[config.mk]
export PLATFORM = sky130hd
export DESIGN_NAME = sfp_top
export DESIGN_NICKNAME = d
export VERILOG_FILES = /design/src/logic/sfp_pkg.sv /design/src/logic/sfp_top.sv
export SDC_FILE = /design/constraint.sdc
export NUM_CORES = 1
export LEC_CHECK = 0
export BUFFER_PORTS_ARGS = -buffer_cell sky130_fd_sc_hd__buf_2
export CAP_MARGIN = 5
export CELL_PAD_IN_SITES_DETAIL_PLACEMENT = 0
export CELL_PAD_IN_SITES_GLOBAL_PLACEMENT = 1
export CORE_UTILIZATION = 50
export DETAILED_ROUTE_END_ITERATION = 12
export MAX_ROUTING_LAYER = met4
export PLACE_DENSITY_LB_ADDON = 0.1
export SKIP_CTS_REPAIR_TIMING = 1
export SYNTH_ARGS = -nofsm -noshare
export SYNTH_HDL_FRONTEND = slang
export SYNTH_SLANG_ARGS = --single-unit
[constraint.sdc]
create_clock -name clk -period 9.1 [get_ports clk]
set_clock_uncertainty 0.05 [all_clocks]
set_input_delay 1.365 -clock clk [delete_from_list [all_inputs] [get_ports clk]]
set_output_delay 1.365 -clock clk [all_outputs]
set_load 0.02 [all_outputs]
[src/logic/sfp_pkg.sv]
// Purpose: Shared constants for the serial flash pin interface front end.
// Assumes: The system clock samples every serial pin through a three-stage synchroniser.
// Notes: Opcode values are the ones that the command decoder accepts.
package sfp_pkg;
   localparam int SFP_BYTE_W = 8;             // Bits in one serial byte.
   localparam int SFP_SYNC_STAGES = 3;        // Flops on each pin input.
   localparam logic [2:0] SFP_BITCNT_RST = 3'h0;  // Bit counter value after reset.
   localparam logic [7:0] SFP_BYTE_RST = 8'h00;   // Shift register value after reset.
   localparam logic [1:0] SFP_ABYTES = 2'h3;      // Address bytes after an opcode.
   localparam int SFP_FIFO_DEPTH = 8;         // Received byte buffer depth.
   // Supported opcodes; anything else makes the frame be ignored.
   localparam logic [7:0] SFP_OP_RD_FAST = 8'h0B;
   localparam logic [7:0] SFP_OP_RD = 8'h03;
   localparam logic [7:0] SFP_OP_ERASE4 = 8'h20;
   localparam logic [7:0] SFP_OP_ERASE32A = 8'h52;
   localparam logic [7:0] SFP_OP_ERASE32B = 8'hD8;
   localparam logic [7:0] SFP_OP_CHIPA = 8'h60;
   localparam logic [7:0] SFP_OP_CHIPB = 8'hC7;
   localparam logic [7:0] SFP_OP_CHIPC = 8'h62;
   localparam logic [7:0] SFP_OP_PROG = 8'h02;
   localparam logic [7:0] SFP_OP_WREN = 8'h06;
   localparam logic [7:0] SFP_OP_WRDI = 8'h04;
   localparam logic [7:0] SFP_OP_OTPP = 8'h9B;
   localparam logic [7:0] SFP_OP_OTPR = 8'h77;
   localparam logic [7:0] SFP_OP_RDSR = 8'h05;
   localparam logic [7:0] SFP_OP_WRSR = 8'h01;
   // Frame state of the receiver.
   typedef enum logic [1:0] {SFP_IDLE, SFP_ACTIVE, SFP_IGNORE} sfp_state_t;
endpackage

[src/logic/sfp_top.sv]
// Purpose: Pin front end of a serial flash: framing, edge sampling, hold, output enable.
// Assumes: clk is much faster than the serial clock; pins are asynchronous to clk.
// Notes: Received bytes leave through a small FIFO towards the command decoder.
// Behaviour
// [RULE_01] Deselect enters standby, output goes high impedance.
// [RULE_02] Serial input ignored while deselected.
// [RULE_03] Select falling starts, rising ends operations.
// [RULE_04] Busy internal cycle blocks standby until done.
// [RULE_05] Sample input on serial clock rising edges.
// [RULE_06] Change output on serial clock falling edges.
// [RULE_07] Low write protect asserts hardware lock.
// [RULE_08] Hold pauses transfer, keeps state for resuming.
// [RULE_09] Hold ignores clock, input; output high impedance.
// [RULE_10] Hold begins only selected with clock low.
// [RULE_11] Hold leaves internal program/erase cycles running.
// [RULE_12] Opcode then address/data, all MSB first.
// [RULE_13] Unsupported opcode ignored until next selection.
// [RULE_14] Early deselect performs no operation, idle.
// [RULE_15] Works in clock modes 0 and 3.
// [RULE_16] Deselect clears bit counter and partial byte.
`timescale 1ns/100ps

// Synchronous FIFO in flip-flops with valid/ready on both sides.
module sfp_fifo #(
   parameter int WIDTH = 8,
   parameter int DEPTH = 8
) (
   input wire logic clk,
   input wire logic reset_n,
   input wire logic in_valid,
   output logic in_ready,
   input wire logic [WIDTH-1:0] in_data,
   output logic out_valid,
   input wire logic out_ready,
   output logic [WIDTH-1:0] out_data
);
   localparam int AW = $clog2(DEPTH);
   logic [WIDTH-1:0] mem_r [DEPTH];   // Storage words.
   logic [AW-1:0] wr_r;               // Write index.
   logic [AW-1:0] rd_r;               // Read index.
   logic [AW:0] cnt_r;                // Words held.
   wire push = in_valid && in_ready;
   wire pop = out_valid && out_ready;
   // The count is one bit wider than the index, so a full buffer of DEPTH words is told apart.
   assign in_ready = cnt_r < (AW+1)'(DEPTH);
   assign out_valid = cnt_r != '0;
   assign out_data = mem_r[rd_r];

   // Indices wrap at DEPTH, so a non power of two depth also works.
   always_ff @(posedge clk) begin
      if (!reset_n) begin
         wr_r <= '0;
         rd_r <= '0;
         cnt_r <= '0;
      end else begin
         if (push) begin
            mem_r[wr_r] <= in_data;
            wr_r <= (wr_r == AW'(DEPTH - 1)) ? '0 : wr_r + 1'b1;
         end
         if (pop) begin
            rd_r <= (rd_r == AW'(DEPTH - 1)) ? '0 : rd_r + 1'b1;
         end
         cnt_r <= cnt_r + (AW+1)'(push) - (AW+1)'(pop);
      end
   end
endmodule // sfp_fifo

// Three-flop pin synchroniser; a change counts when stages two and three agree.
module sfp_sync #(
   parameter logic INIT = 1'b1
) (
   input wire logic clk,
   input wire logic reset_n,
   input wire logic pin,
   output logic level
);
   logic s1_r;   // Metastability catcher, read only by s2_r.
   logic s2_r;   // Second stage.
   logic s3_r;   // Third stage.
   always_ff @(posedge clk) begin
      if (!reset_n) begin
         s1_r <= INIT;
         s2_r <= INIT;
         s3_r <= INIT;
         level <= INIT;
      end else begin
         s1_r <= pin;
         s2_r <= s1_r;
         s3_r <= s2_r;
         if (s2_r == s3_r) begin
            level <= s3_r;
         end
      end
   end
endmodule // sfp_sync

module sfp_top #(
   parameter int FIFO_DEPTH = sfp_pkg::SFP_FIFO_DEPTH
) (
   input wire logic clk,
   input wire logic reset_n,
   input wire logic cs_n,
   input wire logic sck,
   input wire logic si,
   output logic so,
   output logic so_oe,
   input wire logic wp_n,
   input wire logic hold_n,
   input wire logic busy,
   input wire logic tx_bit,
   output logic tx_shift,
   output logic [sfp_pkg::SFP_BYTE_W-1:0] rx_data,
   output logic rx_valid,
   input wire logic rx_ready,
   output logic rx_opcode,
   output logic frame_active,
   output logic frame_abort,
   output logic frame_end,
   output logic hw_lock,
   output logic standby,
   output logic rx_overflow
);
   import sfp_pkg::*;

   logic cs_n_q;    // Filtered select.
   logic sck_q;     // Filtered serial clock.
   logic si_q;      // Filtered serial input.
   logic wp_n_q;    // Filtered write protect.
   logic hold_n_q;  // Filtered hold.
   sfp_sync #(.INIT(1'b1)) u_cs (.clk(clk), .reset_n(reset_n), .pin(cs_n), .level(cs_n_q));
   sfp_sync #(.INIT(1'b0)) u_sck (.clk(clk), .reset_n(reset_n), .pin(sck), .level(sck_q));
   sfp_sync #(.INIT(1'b0)) u_si (.clk(clk), .reset_n(reset_n), .pin(si), .level(si_q));
   sfp_sync #(.INIT(1'b1)) u_wp (.clk(clk), .reset_n(reset_n), .pin(wp_n), .level(wp_n_q));
   sfp_sync #(.INIT(1'b1)) u_hold (.clk(clk), .reset_n(reset_n), .pin(hold_n), .level(hold_n_q));

   sfp_state_t state_r;                 // Frame state.
   sfp_state_t state_nxt;
   logic cs_n_d_r;                      // Previous select level.
   logic sck_d_r;                       // Previous serial clock level.
   logic hold_r;                        // Hold condition in force.
   logic [2:0] bitcnt_r;                // Bits of current byte received.
   logic [SFP_BYTE_W-1:0] shreg_r;      // Partial byte, MSB first.
   logic [1:0] addr_left_r;             // Address bytes still owed.
   logic first_r;                       // Next byte is the opcode.
   logic so_r;                          // Output bit register.
   logic oe_r;                          // Output drive enable register.
   logic end_r;                         // Frame end pulse register.
   logic abort_r;                       // Early deselect pulse register.
   logic ovf_r;                         // Sticky FIFO overflow.

   // Mode 0 and 3 differ only in idle clock level; edges are treated alike. [RULE_15]
   wire cs_fall = cs_n_d_r && !cs_n_q;         // [RULE_03]
   wire cs_rise = !cs_n_d_r && cs_n_q;         // [RULE_03]
   wire sck_rise = !sck_d_r && sck_q;
   wire sck_fall = sck_d_r && !sck_q;
   // Hold starts only while selected with the clock low; it ends on hold release or deselect. [RULE_10]
   wire hold_nxt = hold_r ? !hold_n_q && !cs_n_q : !hold_n_q && !cs_n_q && !sck_q;
   wire link_on = (state_r == SFP_ACTIVE) && !hold_r;        // [RULE_02] [RULE_09]
   wire sample = link_on && sck_rise;                        // [RULE_05]
   wire [SFP_BYTE_W-1:0] byte_now = {shreg_r[SFP_BYTE_W-2:0], si_q};   // [RULE_12]
   wire byte_done = sample && (bitcnt_r == 3'h7);
   wire op_known = (byte_now == SFP_OP_RD_FAST) || (byte_now == SFP_OP_RD)
      || (byte_now == SFP_OP_ERASE4) || (byte_now == SFP_OP_ERASE32A)
      || (byte_now == SFP_OP_ERASE32B) || (byte_now == SFP_OP_CHIPA)
      || (byte_now == SFP_OP_CHIPB) || (byte_now == SFP_OP_CHIPC)
      || (byte_now == SFP_OP_PROG) || (byte_now == SFP_OP_WREN)
      || (byte_now == SFP_OP_WRDI) || (byte_now == SFP_OP_OTPP)
      || (byte_now == SFP_OP_OTPR) || (byte_now == SFP_OP_RDSR)
      || (byte_now == SFP_OP_WRSR);
   wire op_addr = (byte_now == SFP_OP_RD_FAST) || (byte_now == SFP_OP_RD)
      || (byte_now == SFP_OP_ERASE4) || (byte_now == SFP_OP_ERASE32A)
      || (byte_now == SFP_OP_ERASE32B) || (byte_now == SFP_OP_PROG)
      || (byte_now == SFP_OP_OTPP) || (byte_now == SFP_OP_OTPR);
   wire bad_op = byte_done && first_r && !op_known;          // [RULE_13]
   wire push = byte_done && !bad_op;
   wire fifo_ready;
   // Deselect before opcode and address are complete yields no operation. [RULE_14]
   wire early = cs_rise && (state_r == SFP_ACTIVE) && (first_r || addr_left_r != 2'h0);

   sfp_fifo #(.WIDTH(SFP_BYTE_W), .DEPTH(FIFO_DEPTH)) u_fifo (
      .clk(clk),
      .reset_n(reset_n),
      .in_valid(push),
      .in_ready(fifo_ready),
      .in_data(byte_now),
      .out_valid(rx_valid),
      .out_ready(rx_ready),
      .out_data(rx_data)
   );

   // Next frame state from select edges and the opcode check.
   always_comb begin
      state_nxt = state_r;
      unique case (state_r)
         SFP_IDLE: if (cs_fall) state_nxt = SFP_ACTIVE;                  // [RULE_03]
         SFP_ACTIVE: begin
            if (cs_n_q) state_nxt = SFP_IDLE;                            // [RULE_01]
            else if (bad_op) state_nxt = SFP_IGNORE;                     // [RULE_13]
         end
         SFP_IGNORE: if (cs_n_q) state_nxt = SFP_IDLE;                   // [RULE_13]
         // The unused code falls back to idle.
         default: state_nxt = SFP_IDLE;
      endcase
   end

   // Frame, hold and receive registers. Hold freezes the bit counter, partial byte and address tracking in place. [RULE_08]
   always_ff @(posedge clk) begin
      if (!reset_n) begin
         state_r <= SFP_IDLE;
         cs_n_d_r <= 1'b1;
         sck_d_r <= 1'b0;
         hold_r <= 1'b0;
         bitcnt_r <= SFP_BITCNT_RST;
         shreg_r <= SFP_BYTE_RST;
         addr_left_r <= 2'h0;
         first_r <= 1'b1;
         end_r <= 1'b0;
         abort_r <= 1'b0;
         ovf_r <= 1'b0;
      end else begin
         state_r <= state_nxt;
         cs_n_d_r <= cs_n_q;
         sck_d_r <= sck_q;
         hold_r <= hold_nxt;
         end_r <= cs_rise;
         abort_r <= early;
         if (push && !fifo_ready) ovf_r <= 1'b1;
         if (cs_n_q) begin
            bitcnt_r <= SFP_BITCNT_RST;                                   // [RULE_16]
            shreg_r <= SFP_BYTE_RST;                                      // [RULE_16]
            first_r <= 1'b1;
            addr_left_r <= 2'h0;
         end else if (sample) begin
            bitcnt_r <= bitcnt_r + 3'h1;
            shreg_r <= byte_now;                                          // [RULE_05]
            if (byte_done) begin
               first_r <= 1'b0;
               if (first_r) addr_left_r <= op_addr ? SFP_ABYTES : 2'h0;
               else if (addr_left_r != 2'h0) addr_left_r <= addr_left_r - 2'h1;
            end
         end
      end
   end

   // Output bit moves only on falling clock edges; drive only when selected, not held.
   always_ff @(posedge clk) begin
      if (!reset_n) begin
         so_r <= 1'b0;
         oe_r <= 1'b0;
      end else begin
         oe_r <= link_on && !cs_n_q && !hold_nxt;                         // [RULE_01] [RULE_09]
         if (link_on && sck_fall) so_r <= tx_bit;                         // [RULE_06]
      end
   end

   assign so = so_r;
   assign so_oe = oe_r;
   assign tx_shift = link_on && sck_fall;                                 // [RULE_06]
   assign rx_opcode = push && first_r;
   assign frame_active = state_r != SFP_IDLE;
   assign frame_end = end_r;
   assign frame_abort = abort_r;
   assign rx_overflow = ovf_r;
   // Low write protect raises the lock; the pin floats high when unused. [RULE_07]
   assign hw_lock = !wp_n_q;
   // Standby waits for the internal cycle; hold never touches busy. [RULE_04] [RULE_11]
   assign standby = (state_r == SFP_IDLE) && !busy;                       // [RULE_01]
endmodule // sfp_top

# Word-level counts from Yosys, hierarchy flattened
# Memory sizes are Yosys's and may differ from the RTL's. A register that Yosys moved wholly into a read port is not among the register bits.
# Index checks and enable logic that the tools add are counted.
dict set report classes {
  n_lt_le_gt_ge 1
  muxes 16
  eq_ne 28
  n_addsub 6
  reduce_logical 61
  bitwise_logic 1
}
# op n
set ops {}
lappend ops {{8-bit by 7-bit == test with 1-bit output, second input constant} 4}
lappend ops {{8-bit by 3-bit == test with 1-bit output, second input constant} 3}
lappend ops {{8-bit == test, second input constant} 3}
lappend ops {{1-bit logical AND} 22}
lappend ops {{1-bit logical OR} 18}
lappend ops {{8-bit by 2-bit == test with 1-bit output, second input constant} 2}
lappend ops {{2-bit 2-to-1 mux} 7}
lappend ops {{1-bit zero test} 12}
lappend ops {{3-bit 2-to-1 mux} 4}
lappend ops {{3-bit by 1-bit adder with 3-bit output, second input constant} 3}
lappend ops {{3-bit == test, second input constant} 3}
lappend ops {{8-bit by 1-bit == test with 1-bit output, second input constant} 1}
lappend ops {{8-bit by 4-bit == test with 1-bit output, second input constant} 1}
lappend ops {{8-bit by 6-bit == test with 1-bit output, second input constant} 1}
lappend ops {{2-bit one-hot mux with 3 select lines} 1}
lappend ops {{3-bit AND reduction} 2}
lappend ops {{2-bit nonzero test} 3}
lappend ops {{1-bit == test} 5}
lappend ops {{4-bit by 1-bit adder with 4-bit output} 1}
lappend ops {{4-bit less-than comparator, second input constant} 1}
lappend ops {{1-bit 2-to-1 mux} 4}
lappend ops {{4-bit nonzero test} 1}
lappend ops {{4-bit by 1-bit subtractor with 4-bit output} 1}
lappend ops {{3-bit by 2-bit inequality test with 1-bit output, second input constant} 1}
lappend ops {{other kinds (9)} 9}
dict set report totals {
  in_bits 10
  ff_bits 53
  wordCells 150
  mem_count 1
  ram_bits 64
  out_inout_bits 19
}
# name words width read_ports rd_clocked_by_memory_dff write_ports line
set memory_table {}
lappend memory_table {u_fifo.mem_r 8 8 1 1 1 sfp_top.sv:38} ;# logic [WIDTH-1:0] mem_r [DEPTH];

# Logic depth before layout (Yosys ltp)
# Gate-level depths: netlist of run 1.
dict set report logic_depth {
  depth_word 23
  depth_mapped 13
}

# Modules after synthesis
# Synthesis of run 1 repeated with hierarchy kept, for this count alone.
dict set report hier_totals {
  cells_unflattened 341
  hier_area_um2 4832.1
}
# mod seq_area_each_um2 area_per_inst_um2 instances cells_per_inst
set modules_own_cells {}
lappend modules_own_cells {sfp_fifo 2182.1 3150.5 1 167}
lappend modules_own_cells {sfp_top 460.4 1111.1 1 124}
lappend modules_own_cells {{sfp_sync at u_cs ...} 80.1 112.6 3 10}
lappend modules_own_cells {{sfp_sync at u_sck ...} 80.1 116.4 2 10}

# Worst setup path after synthesis of run 1
# No wires, ideal clock.
dict set report synth_path {
  path_kind {register to output}
  startpoint {reg with a tool-made name}
  endpoint {out rx_data[0] (netlist bit)}
  path_buffers 2
  path_slack_ps 5591
  stages_incl_launch_ff 5
  t_arrival_ps 2094
  required_time_ps 7685
  path_cell_list {dfxtp_1 -> clkbuf_1 -> buf_1 -> mux4_2 -> mux2_2}
}
# element line
set synth_lines {}
lappend synth_lines {{end: declaration} sfp_top.sv:112} ;# output logic [sfp_pkg::SFP_BYTE_W-1:0] rx_data,

# Worst setup path in the final report of run 1
dict set report layout_path {
  startpoint {reg state_r[0]}
  endpoint {out rx_opcode}
}
dict set report layout_via {
  elab_chain_cells 9
}
# element line
set layout_lines {}
lappend layout_lines {{start: declaration} sfp_top.sv:136} ;# sfp_state_t state_r;
lappend layout_lines {{start signal: assignment} sfp_top.sv:221} ;# state_r <= state_nxt;
lappend layout_lines {{2-bit by 1-bit == test with 1-bit output *} sfp_top.sv:158} ;# wire link_on = (state_r == SFP_ACTIVE) && !hold_r;
lappend layout_lines {{1-bit logical AND *} sfp_top.sv:158}
lappend layout_lines {{1-bit logical AND *} sfp_top.sv:159} ;# wire sample = link_on && sck_rise;
lappend layout_lines {{1-bit logical AND *} sfp_top.sv:161} ;# wire byte_done = sample && (bitcnt_r == 3'h7);
lappend layout_lines {{1-bit logical AND (2 in a row)} sfp_top.sv:174} ;# wire bad_op = byte_done && first_r && !op_known;
lappend layout_lines {{1-bit zero test} sfp_top.sv:175} ;# wire push = byte_done && !bad_op;
lappend layout_lines {{1-bit logical AND *} sfp_top.sv:175}
lappend layout_lines {{1-bit logical AND *} sfp_top.sv:259} ;# assign rx_opcode = push && first_r;
lappend layout_lines {{end: declaration} sfp_top.sv:115} ;# output logic rx_opcode,
# Mark *: on every way between the ends. The rest lies on a longest branch, timed or not.

==> results of run 1 <==
-- sequential cells by signal, summed over array words and instances, names as in the netlist, 2 cells and up, named ones only --
name,flops
bitcnt_r,3
u_fifo.mem_r,64
addr_left_r,2
u_fifo.wr_r,3
shreg_r,7
u_fifo.cnt_r,4
state_r,2
u_fifo.rd_r,3
-- routing by layer --
layer	wire length (um)	global-route usage
met3	301	0.06099
met5	0	-
met4	125	0.09185
met2	4137	0.3109
met1	3714	0.2292
-- kinds of logic after synthesis --
| logic type | share of synthesized area |
|---|---|
| buf+inv | 0.02657 |
| fa+ha+maj | 0.03614 |
| flops | 0.6463 |
| compound gates | 0.04278 |
| mux | 0.1191 |
| simple gates | 0.1236 |
| xor+xnor | 0.005582 |
-- worst max-delay path by stage --
| stage | cells after the start | from | endpoint |
|---|---|---|---|
| after floorplan | 4 | register | rx_data[0] |
| after global placement | 6 | state_r[0]$_SDFFE_PN0P_ | rx_opcode |
| after detailed placement | 6 | state_r[0]$_SDFFE_PN0P_ | rx_opcode |
| after CTS | 6 | state_r[0]$_SDFFE_PN0P_ | rx_opcode |
| after global routing | 6 | state_r[0]$_SDFFE_PN0P_ | rx_opcode |
| final | 6 | state_r[0]$_SDFFE_PN0P_ | rx_opcode |
-- where the power goes --
| part | internal (W) | leakage (nW) | switching (W) |
|---|---|---|---|
| registers | 0.000581 | 1.05 | 0.0000259 |
| logic | 0.0000870 | 0.713 | 0.0000767 |
| clock network | 0.000442 | 0.282 | 0.000228 |
| total | 0.00111 | 2.04 | 0.000331 |
-- stage by stage --
stage / area [um2] / util
2_1_floorplan: 4708 / -
6_report: 5529 / 0.6012
3_3_place_gp: 4930 / 0.5361
4_1_cts: 5529 / 0.6012
3_5_place_dp: 4930 / 0.5361
5_1_grt: 5529 / 0.6012
-- cells in the mapped netlist, types with 2 or more instances --
cell      instances
nor2b_1           3
ha_1             12
dfxtp_1          56
or4b_2            2
nor3b_1           3
and2_1           11
mux4_2           16
nand3_1           5
nand4_1           3
o21ai_0           9
xnor2_1           2
a21oi_1          15
mux2i_1          11
nand3b_1          4
nor3_1            5
clkbuf_1         12
buf_1             4
edfxtp_1         64
nor4_1            5
inv_1            13
or3b_1            2
a21o_1            2
nand2b_1         11
nand2_1          16
mux2_2            8
or2_2             2
nor2_1           32
o211ai_1          2
-- worst register-to-register path, delay by kind of cell (launching register included) --
kind               cells  cell delay [ps]
AOI/OAI and AO/OA      1              280
and+or+nand+nor        5             2430
DFF                    1              380
-- area by class of cell --
| type | count | area (um2) |
|---|---|---|
| Multi-Input combinational cell | 193 | 1540 |
| Tap cell | 111 | 138.9 |
| Clock inverter | 13 | 177.7 |
| Clock buffer | 19 | 421.7 |
| Timing Repair Buffer | 30 | 155.1 |
| Fill cell | 733 | 3667 |
| Sequential cell | 120 | 3043 |
| Inverter | 14 | 52.55 |
==> flow_summary.toml, run 1 <==
[status]
status = "completed"

[worst_hold_path]
hold_class = "register to register"
whs_endpoint = "u_wp.s2_r$_SDFF_PN1_"
hold_start = "u_wp.s1_r$_SDFF_PN1_"
hold_depth = 1

[placed_design]
pre_cts_ws_ps = 5265
placement.io_buffers = 28
place_hpwl_mm = 5.190
gp_congestion = 0.7483
placedCellCount = 468

[sta]
setup_viol_count_final = 0
worst_slack_ps = 4750
rsz0062_at_grt = "no"
hold_slack_ps = 357.4
slew-limit-headroom = 0.2986
final_max_slew_viol_count = 0
hold_viol = 0
worstMarginPinSlew_ps = 1051
finalCritPeriodShare = 0.4780
clock.fmax_mhz = 229.9
period_minus_slack_ps = 4350
tns_ps = 0

[layout]
final_cell_mix = "64 x edfxtp_1, 56 x dfxtp_1, 32 x nor2_1"
fin_cells = 500
layout_commonest_cell = "edfxtp_1"
drive_gt1_frac = 0.2288
diodes = 0
final_net_count = 399
area_growth_syn_to_layout_pct = 17.43

[grt]
grt_usage = 0.1964
first_global_vias = 2744
grt_pass1_wl_mm = 13.72
grt_max_degree = 33
antenna_found_initial = 0
grt-ovfl-total = 0

[critical_path]
reg2reg_depth = 6
endpoint_kind = "primary output"
arrival_ps = 2930
cp_slowest_stage_delay_ps = 620
crit_fanout = 12
cp_num_buf_inv = 1
path_common_cell = "or3b_1"
worst_ep_required_time_ps = 7690
crit_slowest_cell = "or3b_1"
path_class = "register to primary output"
reg2reg_from = "state_r[0]$_SDFFE_PN0P_"
critPathLaunchType = "register"
r2r_slack_ps = 5570
path_cells = "or3b_1, or3b_1, or2_0, a31oi_4, and2_1, buf_2"
cp_top_family = "simple AND/OR/NAND/NOR gates"
r2r-end = "u_fifo.mem_r[4][5]$_DFFE_PP_"

[synth]
async_reset_ff_frac = 0
syn-cell-area_um2 = 4708
syn-num-nets = 368
yosysTopAreaCellShare = 0.4082
synth_edf_count = 64
synthFlopType = "edfxtp_1"
ys_warn_count = 0
synthTopCellsByArea = "edfxtp_1 41%, dfxtp_1 24%, mux4_2 7.7%"
syn-instance-count = 345
yosysUniqueCellTypes = 43
seq_area_frac_synth = 0.6463
postSynthAreaPerCell_um2 = 13.65
ys_ff_latch = 120
synth_largest_area_cell = "edfxtp_1"

[clock_network]
clock-root-buffer = "clkbuf_8"
cts_tree = "yes"
worstSkewPairLatency_ps = 510
cts_buffers = 17
cts.sinks = 120
htreeDepth = 4
path_clk_slew_ps = 60
clockBufferDepth = 2

[route]
vias = 2732
via_per_inst = 5.464
drc = 0
finalWirelength_mm = 8.279
firstDrtPassIters = 4
antenna_left = 0
avgRoutedWirePerCell_um = 16.56
drt-initial-drc-count = 123

[power]
finalPower_w = 0.001441
p_leak_nw = 2.043
pwr_density_cell_nw_per_um2 = 260.6
peakVddDrop_v = 0.0001220

[floorplanning]
die_h_um = 99.04
dieArea_um2 = 9809
core_area_um2 = 9196
ios = 29
initial_core_util = 0.5120
fp-row-count = 35
die_w_um = 99.04

[run]
cap_violations = 0
Note: power is estimated with default switching activity, not from simulation.
==> run 2: changes to the inputs <==
--- a/config.mk
+++ b/config.mk
@@ -5,11 +5,12 @@
 export SDC_FILE = /design/constraint.sdc
 export NUM_CORES = 1
 export LEC_CHECK = 0
+export ABC_AREA = 1
 export BUFFER_PORTS_ARGS = -buffer_cell sky130_fd_sc_hd__buf_2
 export CAP_MARGIN = 5
 export CELL_PAD_IN_SITES_DETAIL_PLACEMENT = 0
 export CELL_PAD_IN_SITES_GLOBAL_PLACEMENT = 1
-export CORE_UTILIZATION = 50
+export CORE_UTILIZATION = 43
 export DETAILED_ROUTE_END_ITERATION = 12
 export MAX_ROUTING_LAYER = met4
 export PLACE_DENSITY_LB_ADDON = 0.1
==> constraint.sdc (replaced) <==
create_clock -name clk -period 3.7 [get_ports clk]
set_clock_uncertainty 0.05 [all_clocks]
set_input_delay 0.555 -clock clk [delete_from_list [all_inputs] [get_ports clk]]
set_output_delay 0.555 -clock clk [all_outputs]
set_load 0.02 [all_outputs]
==> flow_summary.toml, run 2 <==
[critical_path]
crit_slowest_cell = "dfxtp_1"
r2r-end = "u_fifo.mem_r[0][4]$_DFFE_PP_"
worst-path-stages = 6
path_cells = "buf_4, o21ai_0, o22ai_1, nor2_1, a31oi_1, buf_2"
critPathLaunchType = "register"
reg2reg_from = "u_si.level$_SDFFE_PN0N_"
endpoint_kind = "primary output"
cp_num_buf_inv = 2
arrival_ps = 2300
cp_slowest_stage_delay_ps = 780
path_class = "register to primary output"
reg2reg_depth = 9
cp_top_family = "flip-flops"
worst_ep_required_time_ps = 3090
crit_fanout = 18
r2r_slack_ps = 1140

[route]
via_per_inst = 4.860
vias = 3397
finalWirelength_mm = 9.770
drt-initial-drc-count = 214
antenna_left = 0
avgRoutedWirePerCell_um = 13.98
drc = 0
firstDrtPassIters = 4

[clock_network]
cts.sinks = 120
cts_buffers = 17
path_clk_slew_ps = 60
clockBufferDepth = 2
clock-root-buffer = "clkbuf_16"
cts_tree = "yes"
htreeDepth = 4
worstSkewPairLatency_ps = 400

[synth]
syn-cell-area_um2 = 4923
synth_edf_count = 64
syn-instance-count = 501
async_reset_ff_frac = 0
synth.cells.most_frequent = "97 x nor2_1, 64 x edfxtp_1, 56 x dfxtp_1, 54 x inv_1, 54 x o21ai_0"
ys_ff_latch = 120
ys_warn_count = 0
synthFlopType = "edfxtp_1"
synthTopCellsByArea = "edfxtp_1 39%, dfxtp_1 23%, nor2_1 7.4%"
yosysMostFrequentCell = "nor2_1"
syn-num-nets = 524
yosysTopAreaCellShare = 0.3903
seq_area_frac_synth = 0.6180
synth_largest_area_cell = "edfxtp_1"
yosysUniqueCellTypes = 34
postSynthAreaPerCell_um2 = 9.827

[sta]
rsz0062_at_grt = "no"
worst_slack_ps = 791.6
slew-limit-headroom = 0.5218
tns_ps = 0
clock.fmax_mhz = 343.8
final_max_slew_viol_count = 0
finalCritPeriodShare = 0.7861
setup_viol_count_final = 0
period_minus_slack_ps = 2908
hold_slack_ps = 282.0
hold_viol = 0
worstMarginPinSlew_ps = 716.4

[power]
power_frac_comb = 0.175
seq_power_share = 0.376
p_int_w = 0.002828
finalPower_w = 0.003932
clkPwrFrac = 0.449
p_leak_nw = 2.678
sw_frac_of_total = 0.2808
peakVddDrop_v = 0.0003728
p_sw_w = 0.001104
pwr_density_cell_nw_per_um2 = 664.8

[floorplanning]
die_h_um = 109.0
core_area_um2 = 10980
fp-row-count = 38
initial_core_util = 0.4483
ios = 29
die_w_um = 109.0
dieArea_um2 = 11880

[grt]
grt-ovfl-total = 0
grt_max_degree = 31
grt_usage = 0.1940
grt_pass1_wl_mm = 16.43
antenna_found_initial = 0
first_global_vias = 3324

[layout]
reg_top3 = "u_fifo.mem_r: 64 flops, shreg_r: 7 flops, u_fifo.cnt_r: 4 flops"
area_growth_syn_to_layout_pct = 20.13
layout_commonest_cell = "nor2_1"
utilization = 0.5385
largest_reg_flops = 64
regMostFlops = "u_fifo.mem_r"
final_net_count = 569
diodes = 0
drive_gt1_frac = 0.1878
final_cell_mix = "97 x nor2_1, 64 x edfxtp_1, 56 x dfxtp_1"
fillerInstances = 960

[worst_hold_path]
hold_class = "primary input to register"
whs_endpoint = "u_si.s1_r$_SDFF_PN0_"
hold_start = "si"
hold_depth = 3

[placed_design]
gp_congestion = 0.8390
place_hpwl_mm = 6.377
placement.io_buffers = 28
pre_cts_ws_ps = 1134

[status]
status = "completed"

[run]
cap_violations = 0
==> run 2: cell count changes in the layout (fill, tap and decap cells not counted), moves of 16 or more <==
cell	delta
nor2_1	+65
inv_1	+41
mux4_2	-16
nand2_1	+35
o21ai_0	+45
==> run 2: cell families (layout without fill, tap and decap cells) <==
family                   count (synthesis)  after routing  synth area share
AO/OA/AOI/OAI                           98             98            0.1083
XOR/XNOR                                 1              1          0.001779
adder cells (fa/ha/maj)                 13             13           0.03456
buffers and inverters                   75            133           0.05921
flip-flops                             120            120            0.6180
AND/OR/NAND/NOR                        194            194            0.1781
==> run 2: per-layer routing <==
metal	wire length, um	global-route usage	vias to the layer above
met2	4421	0.2929	57
li1	-	-	1773
met5	0	-	-
met1	4818	0.2463	1547
met4	280	0.1004	0
met3	249	0.03945	20
==> run 2: worst register-to-register path: stages, from the launching register on <==
cell and delay, ps:
dfxtp_1 690, nand2_4 80, inv_1 90, nand2_1 70
o21ai_2 170, nor2_2 70, nand3_4 140, nand4_4 150
nor3_1 480, buf_4 270
==> run 2: cell type report <==
type	count	area, um2	area share
Clock buffer	17	425.4	0.07193
Clock inverter	15	214.0	0.03618
Inverter	60	230.2	0.03893
Multi-Input combinational cell	306	1589	0.2687
Sequential cell	120	3043	0.5145
Tap cell	140	175.2	0.02962
Timing Repair Buffer	41	237.7	0.04019
==> run 2: worst max path at each step <==
stage                          startpoint  slack [ps]                          to
3_5_place_dp      u_si.level$_SDFFE_PN0N_        1130  u_fifo.cnt_r[2]$_SDFF_PN0_
5_1_grt                          register         470                  rx_data[3]
4_1_cts                          register         740                  rx_data[6]
2_1_floorplan  u_fifo.cnt_r[3]$_SDFF_PN0_        1410  u_fifo.cnt_r[2]$_SDFF_PN0_
3_3_place_gp      u_si.level$_SDFFE_PN0N_        1100  u_fifo.cnt_r[2]$_SDFF_PN0_
6_report                         register         790                  rx_data[6]
==> run 2: power groups by stage <==
stage	clock (W)	combinational, W	sequential (W)
after floorplan	0	0.000508	0.00149
after global placement	0	0.000688	0.00151
after detailed placement	0	0.000694	0.00151
after CTS	0.00179	0.000696	0.00148
after global routing	0.00185	0.000793	0.00149
final	0.00176	0.000688	0.00148
==> run 2: per-stage QoR <==
step,instance area (um2),cells
floorplan,4923,501
global placement,5275,667
detailed placement,5275,667
CTS,5914,699
global route,5914,699
finish,5914,699
